## src/common/ser_pkg.sv

```systemverilog
// shared constants, types and field layouts for the encoder result registers
package ser_pkg;

	// ========================================================
	// register bus
	localparam int ADDR_W = 8;
	localparam logic [ADDR_W-1:0] OFF_RES_LOW = 8'h00;
	localparam logic [ADDR_W-1:0] OFF_RES_HIGH = 8'h04;
	localparam logic [ADDR_W-1:0] OFF_CTRL = 8'h08;
	localparam logic [ADDR_W-1:0] OFF_STATUS = 8'h0c;

	typedef struct packed {
		logic wr;
		logic rd;
		logic [ADDR_W-1:0] addr;
		logic [31:0] wdata;
	} ser_bus_req_t;

	// ========================================================
	// control register fields and reset values
	localparam int CTRL_PROTO_LSB = 0;
	localparam int CTRL_CMD_LSB = 8;
	localparam logic [1:0] PROTO_RST = 2'h0;
	localparam logic [5:0] CMD_RST = 6'h07;

	// protocol select codes
	localparam logic [1:0] PROTO_BIDIR = 2'h0;
	localparam logic [1:0] PROTO_CMD = 2'h1;
	localparam logic [1:0] PROTO_MOTOR = 2'h2;

	// command codes of the command-driven protocol
	localparam logic [5:0] CMD_POS_A = 6'h07;
	localparam logic [5:0] CMD_POS_B = 6'h2a;
	localparam logic [5:0] CMD_ADD_A = 6'h38;
	localparam logic [5:0] CMD_ADD_B = 6'h2d;

	// status register fields
	localparam int STAT_READY_BIT = 0;
	localparam int STAT_FRAMES_LSB = 8;
	localparam int STAT_LEN_LSB = 16;

	// ========================================================
	// high and low result word field positions
	localparam int HI_TO_BIT = 31;
	localparam int HI_CRC_BIT = 30;
	localparam int HI_CRC1_BIT = 29;
	localparam int HI_ERR_BIT = 29;
	localparam int HI_ERR1_BIT = 27;
	localparam int HI_ERR2_BIT = 26;
	localparam int HI_WRN_BIT = 23;
	localparam int HI_RM_BIT = 22;
	localparam int HI_BUSY_BIT = 21;
	localparam int HI_STAT_LSB = 24;
	localparam int HI_MRS_LSB = 16;
	localparam int HI_POS_LSB = 0;
	localparam int LO_MT_LSB = 23;
	localparam int ST_W = 23;

	// ========================================================
	// record shifted in from the link, first member first
	typedef struct packed {
		logic [39:0] pos;
		logic [5:0] status;
		logic err1;
		logic err2;
		logic encoder_warning_flag;
		logic rm;
		logic busy;
		logic [4:0] memory_range_select;
		logic [15:0] add;
		logic crc_fail_p;
		logic crc_fail_1;
	} ser_rec_t;

	localparam int REC_W = $bits(ser_rec_t);

	// ========================================================
	// timing
	localparam int CLK_MHZ = 250;
	localparam int TIMEOUT_NS = 2000;
	localparam int TIMEOUT_CYC = (TIMEOUT_NS * CLK_MHZ) / 1000;

endpackage : ser_pkg

```

## src/rtl/ser_result_regs.sv

```systemverilog
// encoder result words: link capture, layout formatting and register port
//
// The placing of the registers and strobed register access are this design's own decisions.
`timescale 1ns/1ps

// ========================================================
// Overview of operation
// - both result words are read-only
// - command protocol low word is position 31:0
// - bidirectional protocol low word is position 31:0
// - motor low word: multi-turn 9 bits, single-turn 23
// - motor high word bits 6:0 upper multi-turn
// - high bit 31 flags reception timeout
// - single-frame layouts: bit 30 flags CRC failure
// - bidirectional: bits 29:24 hold encoder status
// - bidirectional: bits 7:0 upper position, 23:8 reserved
// - command protocol layout follows configured command code
// - position commands: error bit 29, position 7:0
// - two-frame commands: bit 30 position frame CRC
// - two-frame: bit 29 additional frame CRC
// - two-frame: error bits 27 and 26
// - two-frame: warning, reference mark, busy bits 23:21
// - two-frame: bits 20:16 echo range select code
// - two-frame: bits 15:0 additional data word
module ser_result_regs #(
	parameter int TIMEOUT_CYCLES = ser_pkg::TIMEOUT_CYC
) (
	// clock and reset
	input wire logic i_clk,
	input wire logic i_nrst,
	// encoder link pins
	input wire logic i_link_clk,
	input wire logic i_link_data,
	input wire logic i_link_frame,
	// register port
	input wire ser_pkg::ser_bus_req_t i_bus,
	output logic [31:0] o_rdata,
	// reception status
	output logic o_frame_done,
	output logic o_busy
);
	import ser_pkg::*;

	// the idle counter is 16 bits wide and the bit counter 8 bits wide
	if (TIMEOUT_CYCLES < 2 || TIMEOUT_CYCLES > 65535) begin : g_bad_timeout
		$error("TIMEOUT_CYCLES out of range");
	end
	if (REC_W > 255) begin : g_bad_record
		$error("record longer than the bit counter can count");
	end

	localparam logic [15:0] TO_LAST = 16'(TIMEOUT_CYCLES - 1);
	localparam logic [7:0] REC_LEN = 8'(REC_W);

	// ========================================================
	// layout functions
	function automatic logic is_two_frame(input logic [5:0] cmd);
		is_two_frame = (cmd == CMD_ADD_A) || (cmd == CMD_ADD_B);
	endfunction : is_two_frame

	function automatic logic [31:0] low_word(input logic [1:0] proto, input ser_rec_t r);
		logic [15:0] mt;
		mt = r.pos[38:23];
		if (proto == PROTO_MOTOR) begin
			low_word = '0;
			low_word[31:LO_MT_LSB] = mt[8:0];
			low_word[ST_W-1:0] = r.pos[ST_W-1:0];
		end else begin
			low_word = r.pos[31:0];
		end
	endfunction : low_word

	function automatic logic [31:0] high_word(
		input logic [1:0] proto,
		input logic [5:0] cmd,
		input logic timeout,
		input ser_rec_t r
	);
		logic [15:0] mt;
		mt = r.pos[38:23];
		high_word = '0;
		high_word[HI_TO_BIT] = timeout;
		high_word[HI_CRC_BIT] = r.crc_fail_p;
		case (proto)
			PROTO_CMD: begin
				if (is_two_frame(cmd)) begin
					high_word[HI_CRC1_BIT] = r.crc_fail_1;
					high_word[HI_ERR1_BIT] = r.err1;
					high_word[HI_ERR2_BIT] = r.err2;
					high_word[HI_WRN_BIT] = r.encoder_warning_flag;
					high_word[HI_RM_BIT] = r.rm;
					high_word[HI_BUSY_BIT] = r.busy;
					high_word[HI_MRS_LSB +: 5] = r.memory_range_select;
					high_word[15:0] = r.add;
				end else begin
					high_word[HI_ERR_BIT] = r.err1;
					high_word[HI_POS_LSB +: 8] = r.pos[39:32];
				end
			end
			PROTO_MOTOR: begin
				high_word[6:0] = mt[15:9];
			end
			default: begin
				high_word[HI_STAT_LSB +: 6] = r.status;
				high_word[HI_POS_LSB +: 8] = r.pos[39:32];
			end
		endcase
	endfunction : high_word

	// ========================================================
	// pin synchronisers
	logic [2:0] pin_lvl;
	logic [2:0] pin_rise;
	logic [2:0] pin_fall;

	// clock, data and frame pass the same two flops, so they stay aligned
	ser_sync_edge #(
		.W(3)
	) u_sync (
		.i_clk(i_clk),
		.i_nrst(i_nrst),
		.i_async({i_link_frame, i_link_data, i_link_clk}),
		.o_level(pin_lvl),
		.o_rise(pin_rise),
		.o_fall(pin_fall)
	);

	logic lk_rise;
	logic lk_data;
	logic fr_level;
	logic fr_rise;
	logic fr_fall;

	assign lk_rise = pin_rise[0];
	assign lk_data = pin_lvl[1];
	assign fr_level = pin_lvl[2];
	assign fr_rise = pin_rise[2];
	assign fr_fall = pin_fall[2];

	// ========================================================
	// control registers
	logic [1:0] proto_q;
	logic [1:0] proto_d;
	logic [5:0] cmd_q;
	logic [5:0] cmd_d;
	logic ctrl_wr;

	// result and status words ignore writes
	assign ctrl_wr = i_bus.wr && (i_bus.addr == OFF_CTRL);

	always_comb begin
		proto_d = proto_q;
		cmd_d = cmd_q;
		if (ctrl_wr) begin
			proto_d = i_bus.wdata[CTRL_PROTO_LSB +: 2];
			cmd_d = i_bus.wdata[CTRL_CMD_LSB +: 6];
		end
	end

	always_ff @(posedge i_clk or negedge i_nrst) begin
		if (!i_nrst) begin
			proto_q <= PROTO_RST;
			cmd_q <= CMD_RST;
		end else begin
			proto_q <= proto_d;
			cmd_q <= cmd_d;
		end
	end

	// ========================================================
	// reception
	// record arrives msb first; a short frame lands right-aligned, so the
	// crc flags are the last bits received unless the frame runs past the record
	typedef enum logic [1:0] {
		ST_IDLE,
		ST_RECV,
		ST_ABORT
	} ser_state_t;

	ser_state_t state_q;
	ser_state_t state_d;
	ser_rec_t rec_q;
	ser_rec_t rec_d;
	logic [7:0] cnt_q;
	logic [7:0] cnt_d;
	logic [15:0] idle_q;
	logic [15:0] idle_d;
	logic [31:0] lo_q;
	logic [31:0] lo_d;
	logic [31:0] hi_q;
	logic [31:0] hi_d;
	logic [7:0] frames_q;
	logic [7:0] frames_d;
	logic [7:0] len_q;
	logic [7:0] len_d;
	logic done_q;
	logic done_d;
	logic busy_q;
	logic busy_d;

	always_comb begin
		state_d = state_q;
		rec_d = rec_q;
		cnt_d = cnt_q;
		idle_d = idle_q;
		lo_d = lo_q;
		hi_d = hi_q;
		frames_d = frames_q;
		len_d = len_q;
		done_d = 1'b0;
		case (state_q)
			ST_IDLE: begin
				if (fr_rise) begin
					state_d = ST_RECV;
					rec_d = '0;
					cnt_d = '0;
					idle_d = '0;
				end
			end
			ST_RECV: begin
				if (fr_fall) begin
					// both words and their flags change in one cycle
					lo_d = low_word(proto_q, rec_q);
					hi_d = high_word(proto_q, cmd_q, 1'b0, rec_q);
					len_d = cnt_q;
					frames_d = frames_q + 8'h01;
					done_d = 1'b1;
					state_d = ST_IDLE;
				end else if (lk_rise) begin
					// bits beyond the record are dropped, count saturates
					if (cnt_q < REC_LEN) begin
						rec_d = ser_rec_t'({rec_q[REC_W-2:0], lk_data});
					end
					if (cnt_q != 8'hff) begin
						cnt_d = cnt_q + 8'h01;
					end
					idle_d = '0;
				end else if (idle_q == TO_LAST) begin
					// stalled link: data fields cleared, only the flag stands
					lo_d = '0;
					hi_d = high_word(proto_q, cmd_q, 1'b1, '0);
					len_d = cnt_q;
					frames_d = frames_q + 8'h01;
					done_d = 1'b1;
					state_d = ST_ABORT;
				end else begin
					idle_d = idle_q + 16'h0001;
				end
			end
			ST_ABORT: begin
				// wait for the frame to close before accepting a new one
				if (!fr_level) begin
					state_d = ST_IDLE;
				end
			end
			default: begin
				state_d = ST_IDLE;
			end
		endcase
		busy_d = (state_d != ST_IDLE);
	end

	always_ff @(posedge i_clk or negedge i_nrst) begin
		if (!i_nrst) begin
			state_q <= ST_IDLE;
			rec_q <= '0;
			cnt_q <= '0;
			idle_q <= '0;
			lo_q <= '0;
			hi_q <= '0;
			frames_q <= '0;
			len_q <= '0;
			done_q <= 1'b0;
			busy_q <= 1'b0;
		end else begin
			state_q <= state_d;
			rec_q <= rec_d;
			cnt_q <= cnt_d;
			idle_q <= idle_d;
			lo_q <= lo_d;
			hi_q <= hi_d;
			frames_q <= frames_d;
			len_q <= len_d;
			done_q <= done_d;
			busy_q <= busy_d;
		end
	end

	// ========================================================
	// register port
	logic [31:0] rdata_q;
	logic [31:0] rdata_d;
	logic [31:0] stat_word;
	logic [31:0] ctrl_word;

	always_comb begin
		stat_word = '0;
		stat_word[STAT_READY_BIT] = ~busy_q;
		stat_word[STAT_FRAMES_LSB +: 8] = frames_q;
		stat_word[STAT_LEN_LSB +: 8] = len_q;
		ctrl_word = '0;
		ctrl_word[CTRL_PROTO_LSB +: 2] = proto_q;
		ctrl_word[CTRL_CMD_LSB +: 6] = cmd_q;
	end

	// map: 0x00 low word, 0x04 high word, 0x08 control, 0x0c status
	// a read in the update cycle returns the previous frame's word; a reader
	// that wants both words of one frame reads them while the link is quiet
	always_comb begin
		rdata_d = '0;
		if (i_bus.rd) begin
			case (i_bus.addr)
				OFF_RES_LOW: begin
					rdata_d = lo_q;
				end
				OFF_RES_HIGH: begin
					rdata_d = hi_q;
				end
				OFF_CTRL: begin
					rdata_d = ctrl_word;
				end
				OFF_STATUS: begin
					rdata_d = stat_word;
				end
				default: begin
					rdata_d = '0;
				end
			endcase
		end
	end

	always_ff @(posedge i_clk or negedge i_nrst) begin
		if (!i_nrst) begin
			rdata_q <= '0;
		end else begin
			rdata_q <= rdata_d;
		end
	end

	assign o_rdata = rdata_q;
	assign o_frame_done = done_q;
	assign o_busy = busy_q;

endmodule : ser_result_regs

```

## src/rtl/ser_sync_edge.sv

```systemverilog
// two-flop synchroniser with edge detection for link pins
`timescale 1ns/1ps
module ser_sync_edge #(
	parameter int W = 1
) (
	// clock and reset
	input wire logic i_clk,
	input wire logic i_nrst,
	// asynchronous pins
	input wire logic [W-1:0] i_async,
	// synchronised level and edges
	output logic [W-1:0] o_level,
	output logic [W-1:0] o_rise,
	output logic [W-1:0] o_fall
);

	logic [W-1:0] meta_q;
	logic [W-1:0] sync_q;
	logic [W-1:0] prev_q;

	// meta_q is read only by sync_q
	always_ff @(posedge i_clk or negedge i_nrst) begin
		if (!i_nrst) begin
			meta_q <= '0;
			sync_q <= '0;
			prev_q <= '0;
		end else begin
			meta_q <= i_async;
			sync_q <= meta_q;
			prev_q <= sync_q;
		end
	end

	assign o_level = sync_q;
	assign o_rise = sync_q & ~prev_q;
	assign o_fall = ~sync_q & prev_q;

endmodule : ser_sync_edge

```

## config.mk

```make
export PLATFORM = sky130hd
export DESIGN_NAME = ser_result_regs
export DESIGN_NICKNAME = d
export VERILOG_FILES = /design/src/common/ser_pkg.sv /design/src/rtl/ser_result_regs.sv /design/src/rtl/ser_sync_edge.sv
export SDC_FILE = /design/constraint.sdc
export NUM_CORES = 1
export LEC_CHECK = 0
export BUFFER_PORTS_ARGS = -buffer_cell sky130_fd_sc_hd__clkbuf_2
export CORE_MARGIN = 1.5
export CORE_UTILIZATION = 54
export CTS_CLUSTER_DIAMETER = 150
export DETAILED_ROUTE_END_ITERATION = 8
export GPL_ROUTABILITY_DRIVEN = 0
export PLACE_DENSITY = 0.76
export SLEW_MARGIN = 10
export SYNTH_ARGS = -nofsm -noshare
export SYNTH_HDL_FRONTEND = slang
export SYNTH_SLANG_ARGS = --single-unit
```

## constraint.sdc

```tcl
create_clock -name i_clk -period 2.1 [get_ports i_clk]
set_input_delay 0.105 -clock i_clk [delete_from_list [all_inputs] [get_ports i_clk]]
set_output_delay 0.105 -clock i_clk [all_outputs]
set_load 0.1 [all_outputs]
```

==> key figures, run 1 <==
Pwr
  • Share of power burned in combinational logic: under 10%
  • Switching Power: roughly 2.4 mW
  • Pwr dens: ~830 mW/mm²
  • P_leak: around 5.7 nW
  • Register share of total power: about 48%
  • Switching share of power: around a quarter
  • Clock share of power: ~43%
  • Peak supply drop: ~0.00068 V
  • Pint: 7.48 mW

Synth
  • Post-synth top cells: 227 x dfrtp_1, 141 x nand2_1, 90 x mux2i_1
  • Synth top area cells: dfrtp_1 57%, mux2i_1 9.0%, nand2_1 5.3%
  • Mux cell area share after synthesis: around 12%
  • Synth cell types: between 50 and 60
  • Yosys reg bits: 230
  • Cells after Synth: 925
  • Largest family of logic cells by synthesized area: simple AND/OR/NAND/NOR gates
  • EDFF count, synth: 0
  • Post-synth top area share: between 50% and 60%
  • Compound-gate portion of the synthesized area: a little over 9%
  • Mapped Avg Cell Area: approximately 11 µm²
  • Post-synth top area cell: dfrtp_1
  • Simple-gate share of the synthesized area: a little over an eighth
  • Synthesized Nets: 976
  • XOR/XNOR share of the synthesized area: about 1.5%
  • Synth Area in Adders: less than 1%
  • Cell Area, Synth: 0.0100 mm²
  • Register area share after synthesis: a little under three fifths
  • Yosys warns: 0
  • Most common cell in the netlist: dfrtp_1
  • Share of flip-flops with an asynchronous set or reset: 100%
  • Synth Flop Type: dfrtp_1

Critical path
  • Slowest-stage cell, CP: or4b_4
  • Critical Path RT: around 2.5 ns
  • Setup crit end kind: register
  • Crit path depth: 7
  • Cell chain of the critical path: ha_2 > or4b_4 > nor4_4 > buf_6 > a21oi_4 > buf_12 > mux2_2
  • Crit path max-delay family: simple AND/OR/NAND/NOR gates
  • Arrival @ worst endpoint: between 2 and 2.5 ns
  • Startpoint Class: register
  • Slowest cell delay on critical path: 0.47 ns
  • Bufs and invs on worst path: 2
  • CP Class: register to register
  • Worst R2R Path Depth: 7
  • Worst-path fanout max: 18

Timing
  • Hold_ws: between 0.15 and 0.2 ns
  • Clock Skew: between 0.01 and 0.015 ns
  • Unrepaired setup endpoints after global routing: true
  • Normalized max-slew margin: approximately 58%
  • # setup viols final: 0
  • Crit path time final: ~2.1 ns
  • Max Fclk: approximately 0.48 GHz
  • Slew Viols, Final: 0
  • Worst-Margin Slew: ~0.62 ns
  • Hold Vio Cnt, Final: 0
  • Setup TNS: 0 ns
  • Final worst-path cycle share: ~100%

Floorplan
  • Die X: 139 µm
  • Initial Utilization: 55.3%
  • DIE HEIGHT: ~140 µm
  • Die area: slightly below 0.02 mm²
  • Core Box Area: between 0.015 and 0.02 mm²
  • Top Ports: 81
  • Core Rows: 49

GRT
  • Vias in the first global route: 7,400
  • Gr ovfl total: 0
  • All-Layer GR Usage: 23.1%
  • Met3 Resource Use GR: 3.04%
  • Pin count of the biggest net entering global routing: 80
  • Met2 Usage GRT: between 30 and 40%
  • First-pass GRT wire length: ~37,000 µm
  • GRT Max-Usage Layer: met2
  • Initial antenna violation count: 0
  • Met1 Track Usage GR: 31.7%

Clock tree
  • CTS Buf Count: 24
  • Clock Tree Buf Depth: 3
  • CTS root buffer: clkbuf_16
  • Clock Pin Slew Worst Setup and Hold Paths: approximately 0.060 ns
  • Clock latency on the worst-skew pair: 0.52 ns
  • Clk sink count: between 200 and 250
  • H-tree depth: 1
  • CTS tree: built

Routing
  • # DRC: 3
  • Vias/cell: between 5 and 6
  • DR WL/cell: ~17 µm
  • Via count: roughly 7,000
  • Final WL: about 22,000 µm
  • Detail Route Antenna Nets: 0
  • Drt initial violations: around 450
  • DR pass1 iterations: 7

Outcome
  • Failing checks: DRC
  • Outcome: complete, but fails checks

Final layout
  • Layout area overhead: 19.1%
  • Final Non-Filler Cells: 1,275
  • Reg area: 0.00576 mm²
  • Multi-input logic area: ~0.0038 mm²
  • Net count, final: 1,080
  • Fillers: ~1,300
  • Ant diodes: 0
  • Layout cells sized above 1: between 20 and 25%

Place
  • DP Cell Count: 1,213
  • I/O Buffers: 56
  • Hpwl dp: about 14,000 µm

Worst hold path
  • Worst hold path class: primary input to register
  • Hold path depth: 4

Flow run
  • Max-cap violations: 0
==> logic make-up after synthesis <==
kind of cell / count (synthesis)
buffers and inverters: 133
adders and majority gates: 4
muxes: 113
DFF: 230
xor gates and xnor gates: 17
AOI/OAI and AO/OA: 135
and+or+nand+nor: 293
==> worst register-to-register path: stages, from the launching register on <==
cell and delay, ns:
dfrtp_1 0.35, ha_2 0.19, or4b_4 0.47, nor4_4 0.20
buf_6 0.18, a21oi_4 0.11, buf_12 0.21, mux2_2 0.27
==> flip-flops by register name (all words and copies together) (netlist names) <==
name / flops
u_sync.meta_q: 3
o_busy: 1
lo_q: 32
u_sync.prev_q: 2
proto_q: 2
rec_q: 74
o_rdata: 32
hi_q: 32
len_q: 8
idle_q: 16
u_sync.o_level: 3
state_q: 2
frames_q: 8
cnt_q: 8
cmd_q: 6
o_frame_done: 1
==> area by class of cell <==
| cell class | count | area share [%] |
|---|---|---|
| sequential | 230 | 48.4 |
| multi-input combinational | 563 | 31.7 |
| timing repair buffer | 129 | 8.34 |
| clock buffer | 34 | 6.04 |
| inverter | 81 | 2.55 |
| tap | 229 | 2.40 |
| clock inverter | 9 | 0.588 |
==> cell usage in the layout, fill, tap and decap left out, drive strengths merged, types with 5 or more instances in the layout <==
cell,synthesis,layout
nand3,14,14
a22o,18,18
clkinv,0,8
mux4,7,7
nand2b,5,5
nor3,9,9
nand4,7,7
dlygate4sd3,0,14
xnor2,13,13
buf,21,60
inv,81,81
nand2,142,142
nor2,66,66
o31ai,6,6
a22oi,14,14
clkbuf,31,89
o21ai,27,27
or3,7,7
mux2,16,16
dfrtp,227,227
o22ai,33,33
nor4,9,9
a21oi,22,23
and3,9,9
mux2i,90,90
==> routing by layer <==
layer  vias to the layer above  wire, µm
li1                       3370         -
met1                      3598      9940
met2                       110     10700
met3                        34       674
met4                         0       456
met5                         -         0
==> power groups by stage <==
stage	logic, mW	clock network (mW)	registers, mW
after detailed placement	0.898	0	4.85
after floorplan	0.531	0	4.83
after global routing	1.04	4.46	4.79
after CTS	0.927	4.27	4.77
final	0.935	4.21	4.77
after global placement	0.868	0	4.84
==> stage by stage <==
stage | util (%) | instance area [µm²] | power, mW | worst slack (ns)
after floorplan | - | 10000 | 5.36 | -0.0204
after global placement | 60.3 | 10900 | 5.71 | -0.0884
after detailed placement | 60.3 | 10900 | 5.75 | -0.111
after CTS | 65.5 | 11900 | 9.97 | -0.00687
after global routing | 65.9 | 11900 | 10.3 | -0.0457
final | 65.9 | 11900 | 9.92 | 0.000346
==> timing repair <==
item	4_1_cts	5_1_grt
setup buffers	0	4
hold buffers	14	0
pin swaps	1	4
endpoints found under the hold margin	92	0
endpoints found under the setup margin	62	36
resized for setup	3	9
cloned	0	1
==> worst paths after layout <==
check,from,endpoint,slack [ns]
max,idle_q[0],len_q[7],0.0003
min,i_bus[35],o_rdata[1],0.16
max reg2reg,idle_q[0],len_q[7],0.0003
min reg2reg,u_sync.meta_q[1],u_sync.o_level[1],0.35
max in group asynchronous,i_nrst,rec_q[29],1.23
min in group asynchronous,i_nrst,len_q[3],0.19
No activity file was read; power rests on OpenSTA's default activity.
==> run 2, diff against run 1 <==
--- a/config.mk
+++ b/config.mk
@@ -6,7 +6,7 @@
 export NUM_CORES = 1
 export LEC_CHECK = 0
 export BUFFER_PORTS_ARGS = -buffer_cell sky130_fd_sc_hd__clkbuf_2
-export CORE_MARGIN = 1.5
+export CORE_MARGIN = 10
 export CORE_UTILIZATION = 54
 export CTS_CLUSTER_DIAMETER = 150
 export DETAILED_ROUTE_END_ITERATION = 8
==> run 2 against run 1 <==
The flow now finishes without violations. Hold slack worse by 0.029 ns. Clock skew about the same. Final area up 0.82%. Cell count down 0.31%. Global-route usage down 4.3 points. Via count up 0.11%. Non-clock buffer count down 3. Critical path type unchanged. Largest power group unchanged.
==> key figures, run 2 (synthesized netlist as in run 1, its figures left out) <==
Place
  • I/O Buffers: 56 (unchanged)
  • DP Area: 0.0109 mm² (+0.25%)
  • Hpwl dp: 14,400 µm (+2.8%)

Timing
  • Max Fclk: 0.479 GHz (+0.67%)
  • Clock Skew: 0.0142 ns (+0.000165 ns)
  • Worst-Margin Slew: 0.612 ns (-0.0120 ns)
  • Crit path time final: 2.09 ns (-0.0139 ns)
  • Hold_ws: 0.131 ns (-0.0287 ns)
  • Normalized max-slew margin: 59.2% (+0.80 points)
  • Final worst-path cycle share: 99.3% (-0.66 points)
  • Hold Vio Cnt, Final: 0 (unchanged)
  • Slew Viols, Final: 0 (unchanged)
  • # setup viols final: 0 (unchanged)
  • Unrepaired setup endpoints after global routing: true

Clock tree
  • Clock Pin Slew Worst Setup and Hold Paths: 0.06 ns (about the same)
  • Clock Tree Buf Depth: 3 (unchanged)
  • CTS tree: built
  • Clock latency on the worst-skew pair: 0.52 ns (about the same)
  • H-tree depth: 1 (unchanged)
  • Clk sink count: 230 (unchanged)
  • CTS root buffer: clkbuf_16
  • CTS Buf Count: 24 (unchanged)

Routing
  • Via count: 7,120 (+0.11%)
  • DR WL/cell: 17.8 µm (+4.5%)
  • Detail Route Antenna Nets: 0 (unchanged)
  • # DRC: 0 (-3)
  • DR pass1 iterations: 5 (-2)
  • Vias/cell: 5.60 (+0.43%)
  • Drt initial violations: 501 (+12%)
  • Final WL: 22,700 µm (+4.2%)

Final layout
  • Util after Layout: 66.4% (+0.54 points)
  • Ant diodes: 0 (unchanged)
  • Commonest non-fill, non-tap cell in the layout: dfrtp_1
  • Most flops, register: rec_q
  • Final instance area: 0.0120 mm² (+0.82%)
  • Max reg flops: 74 (unchanged)
  • Layout cells sized above 1: 20.2% (-0.11 points)
  • Commonest cells after routing, fill and taps aside: 227 x dfrtp_1, 141 x nand2_1, 90 x mux2i_1
  • Net count, final: 1,076 (-0.37%)
  • Layout area overhead: 20.1%

GRT
  • Initial antenna violation count: 0 (unchanged)
  • First-pass GRT wire length: 37,900 µm (+3.2%)
  • Pin count of the biggest net entering global routing: 77 (-3.8%)
  • Gr ovfl total: 0 (unchanged)
  • All-Layer GR Usage: 18.8% (-4.3 points)
  • Vias in the first global route: 7,372 (-0.38%)

Critical path
  • Startpoint Class: register
  • Critical Path RT: 2.49 ns (about the same)
  • Worst r2r src: idle_q[1]
  • Critical path startpoint: idle_q[1]
  • Setup crit end kind: register
  • CP Class: register to register
  • Worst-path fanout max: 14 (-4)
  • Arrival @ worst endpoint: 2.47 ns (-0.02 ns)

Flow run
  • Max-cap violations: 0 (unchanged)

Floorplan
  • DIE HEIGHT: 156 µm (+12%)
  • Die X: 156 µm (+12%)
  • Core Rows: 49 (unchanged)
  • Core Box Area: 0.0181 mm² (unchanged)
  • Die area: 0.0244 mm² (+26%)
  • Top Ports: 81 (unchanged)
  • Initial Utilization: 55.3% (unchanged)

Pwr
  • Clock share of power: 44.7% (+2.2 points)
  • P_leak: 5.76 nW (+0.35%)
  • Share of power burned in combinational logic: 9.1% (-0.3 points)
  • Total power: 10.3 mW (+4.4%)
  • Pwr dens: 861 mW/mm² (+3.5%)
  • Register share of total power: 46.2% (-1.9 points)
  • Switching Power: 2.50 mW (+2.9%)
  • Peak supply drop: 0.000528 V (-22%)
  • Pint: 7.85 mW (+4.8%)
  • Switching share of power: 24.2% (-0.34 points)

Worst hold path
  • Hold Path Origin: i_bus[35]
  • Worst hold path class: primary input to register

Outcome
  • Outcome: finished, final reports clean
[run 2: cell types whose count changed in the layout (fill, tap and decap cells not counted), sizes merged]
cell	before	now
a21oi	23	22
clkinv	8	5
clkbuf	89	84
clkinvlp	0	3
buf	60	58
inv	81	82
bufinv	1	5
dlygate4sd3	14	13
[run 2: final timing paths]
| kind | end | slack [ns] | cells past startpoint |
|---|---|---|---|
| max | len_q[2] | 0.01 | 7 |
| max in group asynchronous | rec_q[0] | 1.19 | 3 |
| min in group asynchronous | len_q[3] | 0.18 | 2 |
| min reg2reg | u_sync.o_level[0] | 0.35 | 0 |
| min | o_rdata[1] | 0.13 | 4 |
| max reg2reg | len_q[2] | 0.01 | 7 |
[run 2: per-layer routing]
| metal | part of all wire (%) | track usage, % |
|---|---|---|
| met1 | 43 | 24.3 |
| met3 | 4.2 | 3.01 |
| met2 | 51 | 31.8 |
| met4 | 2.1 | 5.62 |
| met5 | 0 | 0 |
[run 2: what timing repair did]
item | CTS | global route
gates resized for setup | 2 | 14
pin swaps | 1 | 14
setup endpoints to repair | 68 | 43
endpoints found under the hold margin | 89 | 0
hold buffers | 13 | 0
setup buffers | 0 | 4
[run 2: power groups by stage]
stage               Clock [mW]  Sequential, mW  Combinational (mW)
detailed placement           0            4.86               0.896
CTS                       4.68            4.78               0.921
finish                    4.63            4.78               0.944
global placement             0            4.84               0.870
floorplan                    0            4.83               0.531
global route              4.88            4.80                1.04
[run 2: worst max-delay path: stages (launching register included)]
cell and delay [ns]:
dfrtp_1 0.36, ha_2 0.18, or4b_4 0.48, nor4_4 0.18, buf_4 0.18, a21oi_4 0.11, buf_12 0.20, mux2_2 0.27
[run 2: cell type report]
| class | count | area (µm²) |
|---|---|---|
| fillers | 1322 | 6070 |
| repair buffers | 126 | 1010 |
| clock inverters | 14 | 206 |
| flip-flops and latches | 230 | 5760 |
| well taps | 229 | 287 |
| multi-input cells | 562 | 3790 |
| clock buffers | 29 | 661 |
| inverters | 81 | 304 |
[run 2: stage by stage]
| step | setup WS [ns] | TNS, ns | cells |
|---|---|---|---|
| detailed placement | -0.125 | -2.36 | 1211 |
| global placement | -0.0777 | -1.28 | 1211 |
| floorplan | -0.0204 | -0.282 | 925 |
| finish | 0.0143 | 0 | 1271 |
| global route | -0.0835 | -0.952 | 1271 |
| CTS | 0.00328 | 0 | 1267 |
==> run 3, diff against run 2 <==
--- a/config.mk
+++ b/config.mk
@@ -12,6 +12,7 @@
 export DETAILED_ROUTE_END_ITERATION = 8
 export GPL_ROUTABILITY_DRIVEN = 0
 export PLACE_DENSITY = 0.76
+export SETUP_SLACK_MARGIN = 0.15
 export SLEW_MARGIN = 10
 export SYNTH_ARGS = -nofsm -noshare
 export SYNTH_HDL_FRONTEND = slang
==> run 3 against run 2 <==
Setup slack better by 0.023 ns. Global-route usage rose by 0.096 points. Via count rose by 0.27%. Routed wire length is 1.8% higher. Critical endpoint is now lo_q[3].
==> key figures, run 3 (synthesized netlist as in run 1, its figures left out) <==
Final layout
  • Max reg flops: 74 (unchanged)
  • Fillers: 1,307 (-1.1%)
  • Layout area overhead: 22.4%
  • Net count, final: 1,086 (+0.93%)
  • Layout cells sized above 1: 23.6% (+3.4 points)
  • Most flops, register: rec_q
  • Commonest cells after routing, fill and taps aside: 226 x dfrtp_1, 134 x nand2_1, 90 x mux2i_1
  • Commonest non-fill, non-tap cell in the layout: dfrtp_1
  • Util after Layout: 67.7% (+1.3 points)
  • Ant diodes: 0 (unchanged)

Floorplan
  • Die X: 156 µm (unchanged)
  • DIE HEIGHT: 156 µm (unchanged)
  • Top Ports: 81 (unchanged)
  • Core Rows: 49 (unchanged)
  • Core Box Area: 0.0181 mm² (unchanged)
  • Die area: 0.0244 mm² (unchanged)
  • Initial Utilization: 55.3% (unchanged)

Critical path
  • Bufs and invs on worst path: 3 (+1)
  • Cell chain of the critical path: or3_1 > nor4_4 > buf_6 > buf_4 > and2_4 > buf_12 > o22ai_2
  • Slowest-stage cell, CP: dfrtp_1
  • CP Class: register to register
  • Arrival @ worst endpoint: 2.44 ns (-0.03 ns)
  • Worst-path fanout max: 16 (+2)
  • Startpoint Class: register
  • Critical Path RT: 2.48 ns (about the same)
  • Slowest cell delay on critical path: 0.45 ns (-0.03 ns)
  • Crit path max-delay family: simple AND/OR/NAND/NOR gates
  • Setup crit end kind: register

Timing
  • Final worst-path cycle share: 98.2% (-1.1 points)
  • Crit path time final: 2.06 ns (-0.0234 ns)
  • Setup ws final: 0.0377 ns (+0.0234 ns)
  • Hold Vio Cnt, Final: 0 (unchanged)
  • Clock Skew: 0.00833 ns (-0.00586 ns)
  • Max Fclk: 0.485 GHz (+1.1%)
  • Hold_ws: 0.137 ns (+0.00576 ns)
  • Slew Viols, Final: 0 (unchanged)
  • # setup viols final: 0 (unchanged)
  • Setup TNS: 0 ns (unchanged)
  • Unrepaired setup endpoints after global routing: true
  • Normalized max-slew margin: 54.6% (-4.6 points)
  • Worst-Margin Slew: 0.682 ns (+0.0695 ns)

Clock tree
  • Clk sink count: 230 (unchanged)
  • H-tree depth: 1 (unchanged)
  • CTS root buffer: clkbuf_16
  • Clock latency on the worst-skew pair: 0.51 ns (about the same)
  • CTS tree: built
  • Clock Pin Slew Worst Setup and Hold Paths: 0.06 ns (about the same)
  • Clock Tree Buf Depth: 3 (unchanged)
  • CTS Buf Count: 24 (unchanged)

GRT
  • Vias in the first global route: 7,240 (-1.8%)
  • Pin count of the biggest net entering global routing: 76 (-1.3%)
  • Initial antenna violation count: 0 (unchanged)
  • All-Layer GR Usage: 18.9% (+0.096 points)
  • Gr ovfl total: 0 (unchanged)
  • First-pass GRT wire length: 37,800 µm (-0.29%)

Place
  • Hpwl dp: 14,200 µm (-1.0%)
  • Setup WS pre-CTS: -0.0906 ns (+0.0340 ns)
  • I/O Buffers: 56 (unchanged)

Routing
  • DR WL/cell: 18.0 µm (+1.0%)
  • Detail Route Antenna Nets: 0 (unchanged)
  • DR pass1 iterations: 5 (unchanged)
  • Vias/cell: 5.57 (-0.52%)
  • Drt initial violations: 443 (-12%)
  • # DRC: 0 (unchanged)
  • Final WL: 23,100 µm (+1.8%)
  • Via count: 7,139 (+0.27%)

Flow run
  • Max-cap violations: 0 (unchanged)

Outcome
  • Outcome: finished, final reports clean

Pwr
  • P_leak: 5.85 nW (+1.6%)
  • Pwr dens: 809 mW/mm² (-6.1%)
  • Peak supply drop: 0.000841 V (+59%)

Worst hold path
  • Worst hold path class: primary input to async pin
[run 3: changes by cell type in the layout (fill, tap and decap cells not counted), sizes merged]
cell	delta
a21oi	+1
buf	+6
bufinv	-4
clkbuf	+11
clkinvlp	-3
inv	-1
[run 3: layer usage]
layer  GRT usage (%)  up-vias  wire (µm)
met4            3.87        0        370
met2            32.6      131      11800
met1            24.7     3600       9990
met3            2.95       29        913
met5               0        -          0
li1                -     3379          -
[run 3: what timing repair did]
item / CTS / global route
hold buffers: 13 / 0
gates cloned: 4 / 1
setup endpoints to repair: 93 / 100
hold endpoints to repair: 205 / 0
resized for setup: 21 / 60
setup buffers: 8 / 3
pin swaps: 18 / 20
[run 3: final cells by class]
| type | count | area [µm²] | area share (%) |
|---|---|---|---|
| flip-flops and latches | 230 | 5760 | 47.0 |
| clock inverters | 6 | 55.1 | 0.450 |
| clock buffers | 37 | 691 | 5.64 |
| multi-input cells | 563 | 4000 | 32.7 |
| well taps | 229 | 287 | 2.34 |
| inverters | 81 | 304 | 2.48 |
| repair buffers | 135 | 1150 | 9.38 |
[run 3: final timing paths]
check / slack [ns] / start / depth (start not counted) / end
max in group asynchronous: 1.26 / i_nrst / 3 / cmd_q[0]
min in group i_clk: 0.15 / i_bus[35] / 4 / o_rdata[1]
worst min register to register: 0.35 / u_sync.meta_q[1] / 0 / u_sync.o_level[1]
worst max register to register: 0.04 / idle_q[11] / 7 / lo_q[3]
worst min-delay path: 0.14 / i_nrst / 2 / o_rdata[23]
worst max-delay path: 0.04 / idle_q[11] / 7 / lo_q[3]
[run 3: worst register-to-register path: stages (launching register included)]
cell and delay (ns):
dfrtp_1 0.45, or3_1 0.42, nor4_4 0.29, buf_6 0.16, buf_4 0.11, and2_4 0.22
buf_12 0.19, o22ai_2 0.09
[run 3: where the power goes]
group	switching (mW)	internal [mW]	total, mW
logic	0.599	0.449	1.05
clock network	1.69	2.38	4.07
registers	0.185	4.60	4.79
total	2.48	7.43	9.91
[run 3: through the flow]
stage / total power, mW / cell area [µm²] / cells
after detailed placement: 5.73 / 10900 / 1209
after floorplan: 5.36 / 10000 / 925
final: 9.91 / 12200 / 1281
after CTS: 9.86 / 12000 / 1277
after global routing: 10.3 / 12200 / 1281
after global placement: 5.71 / 10900 / 1209
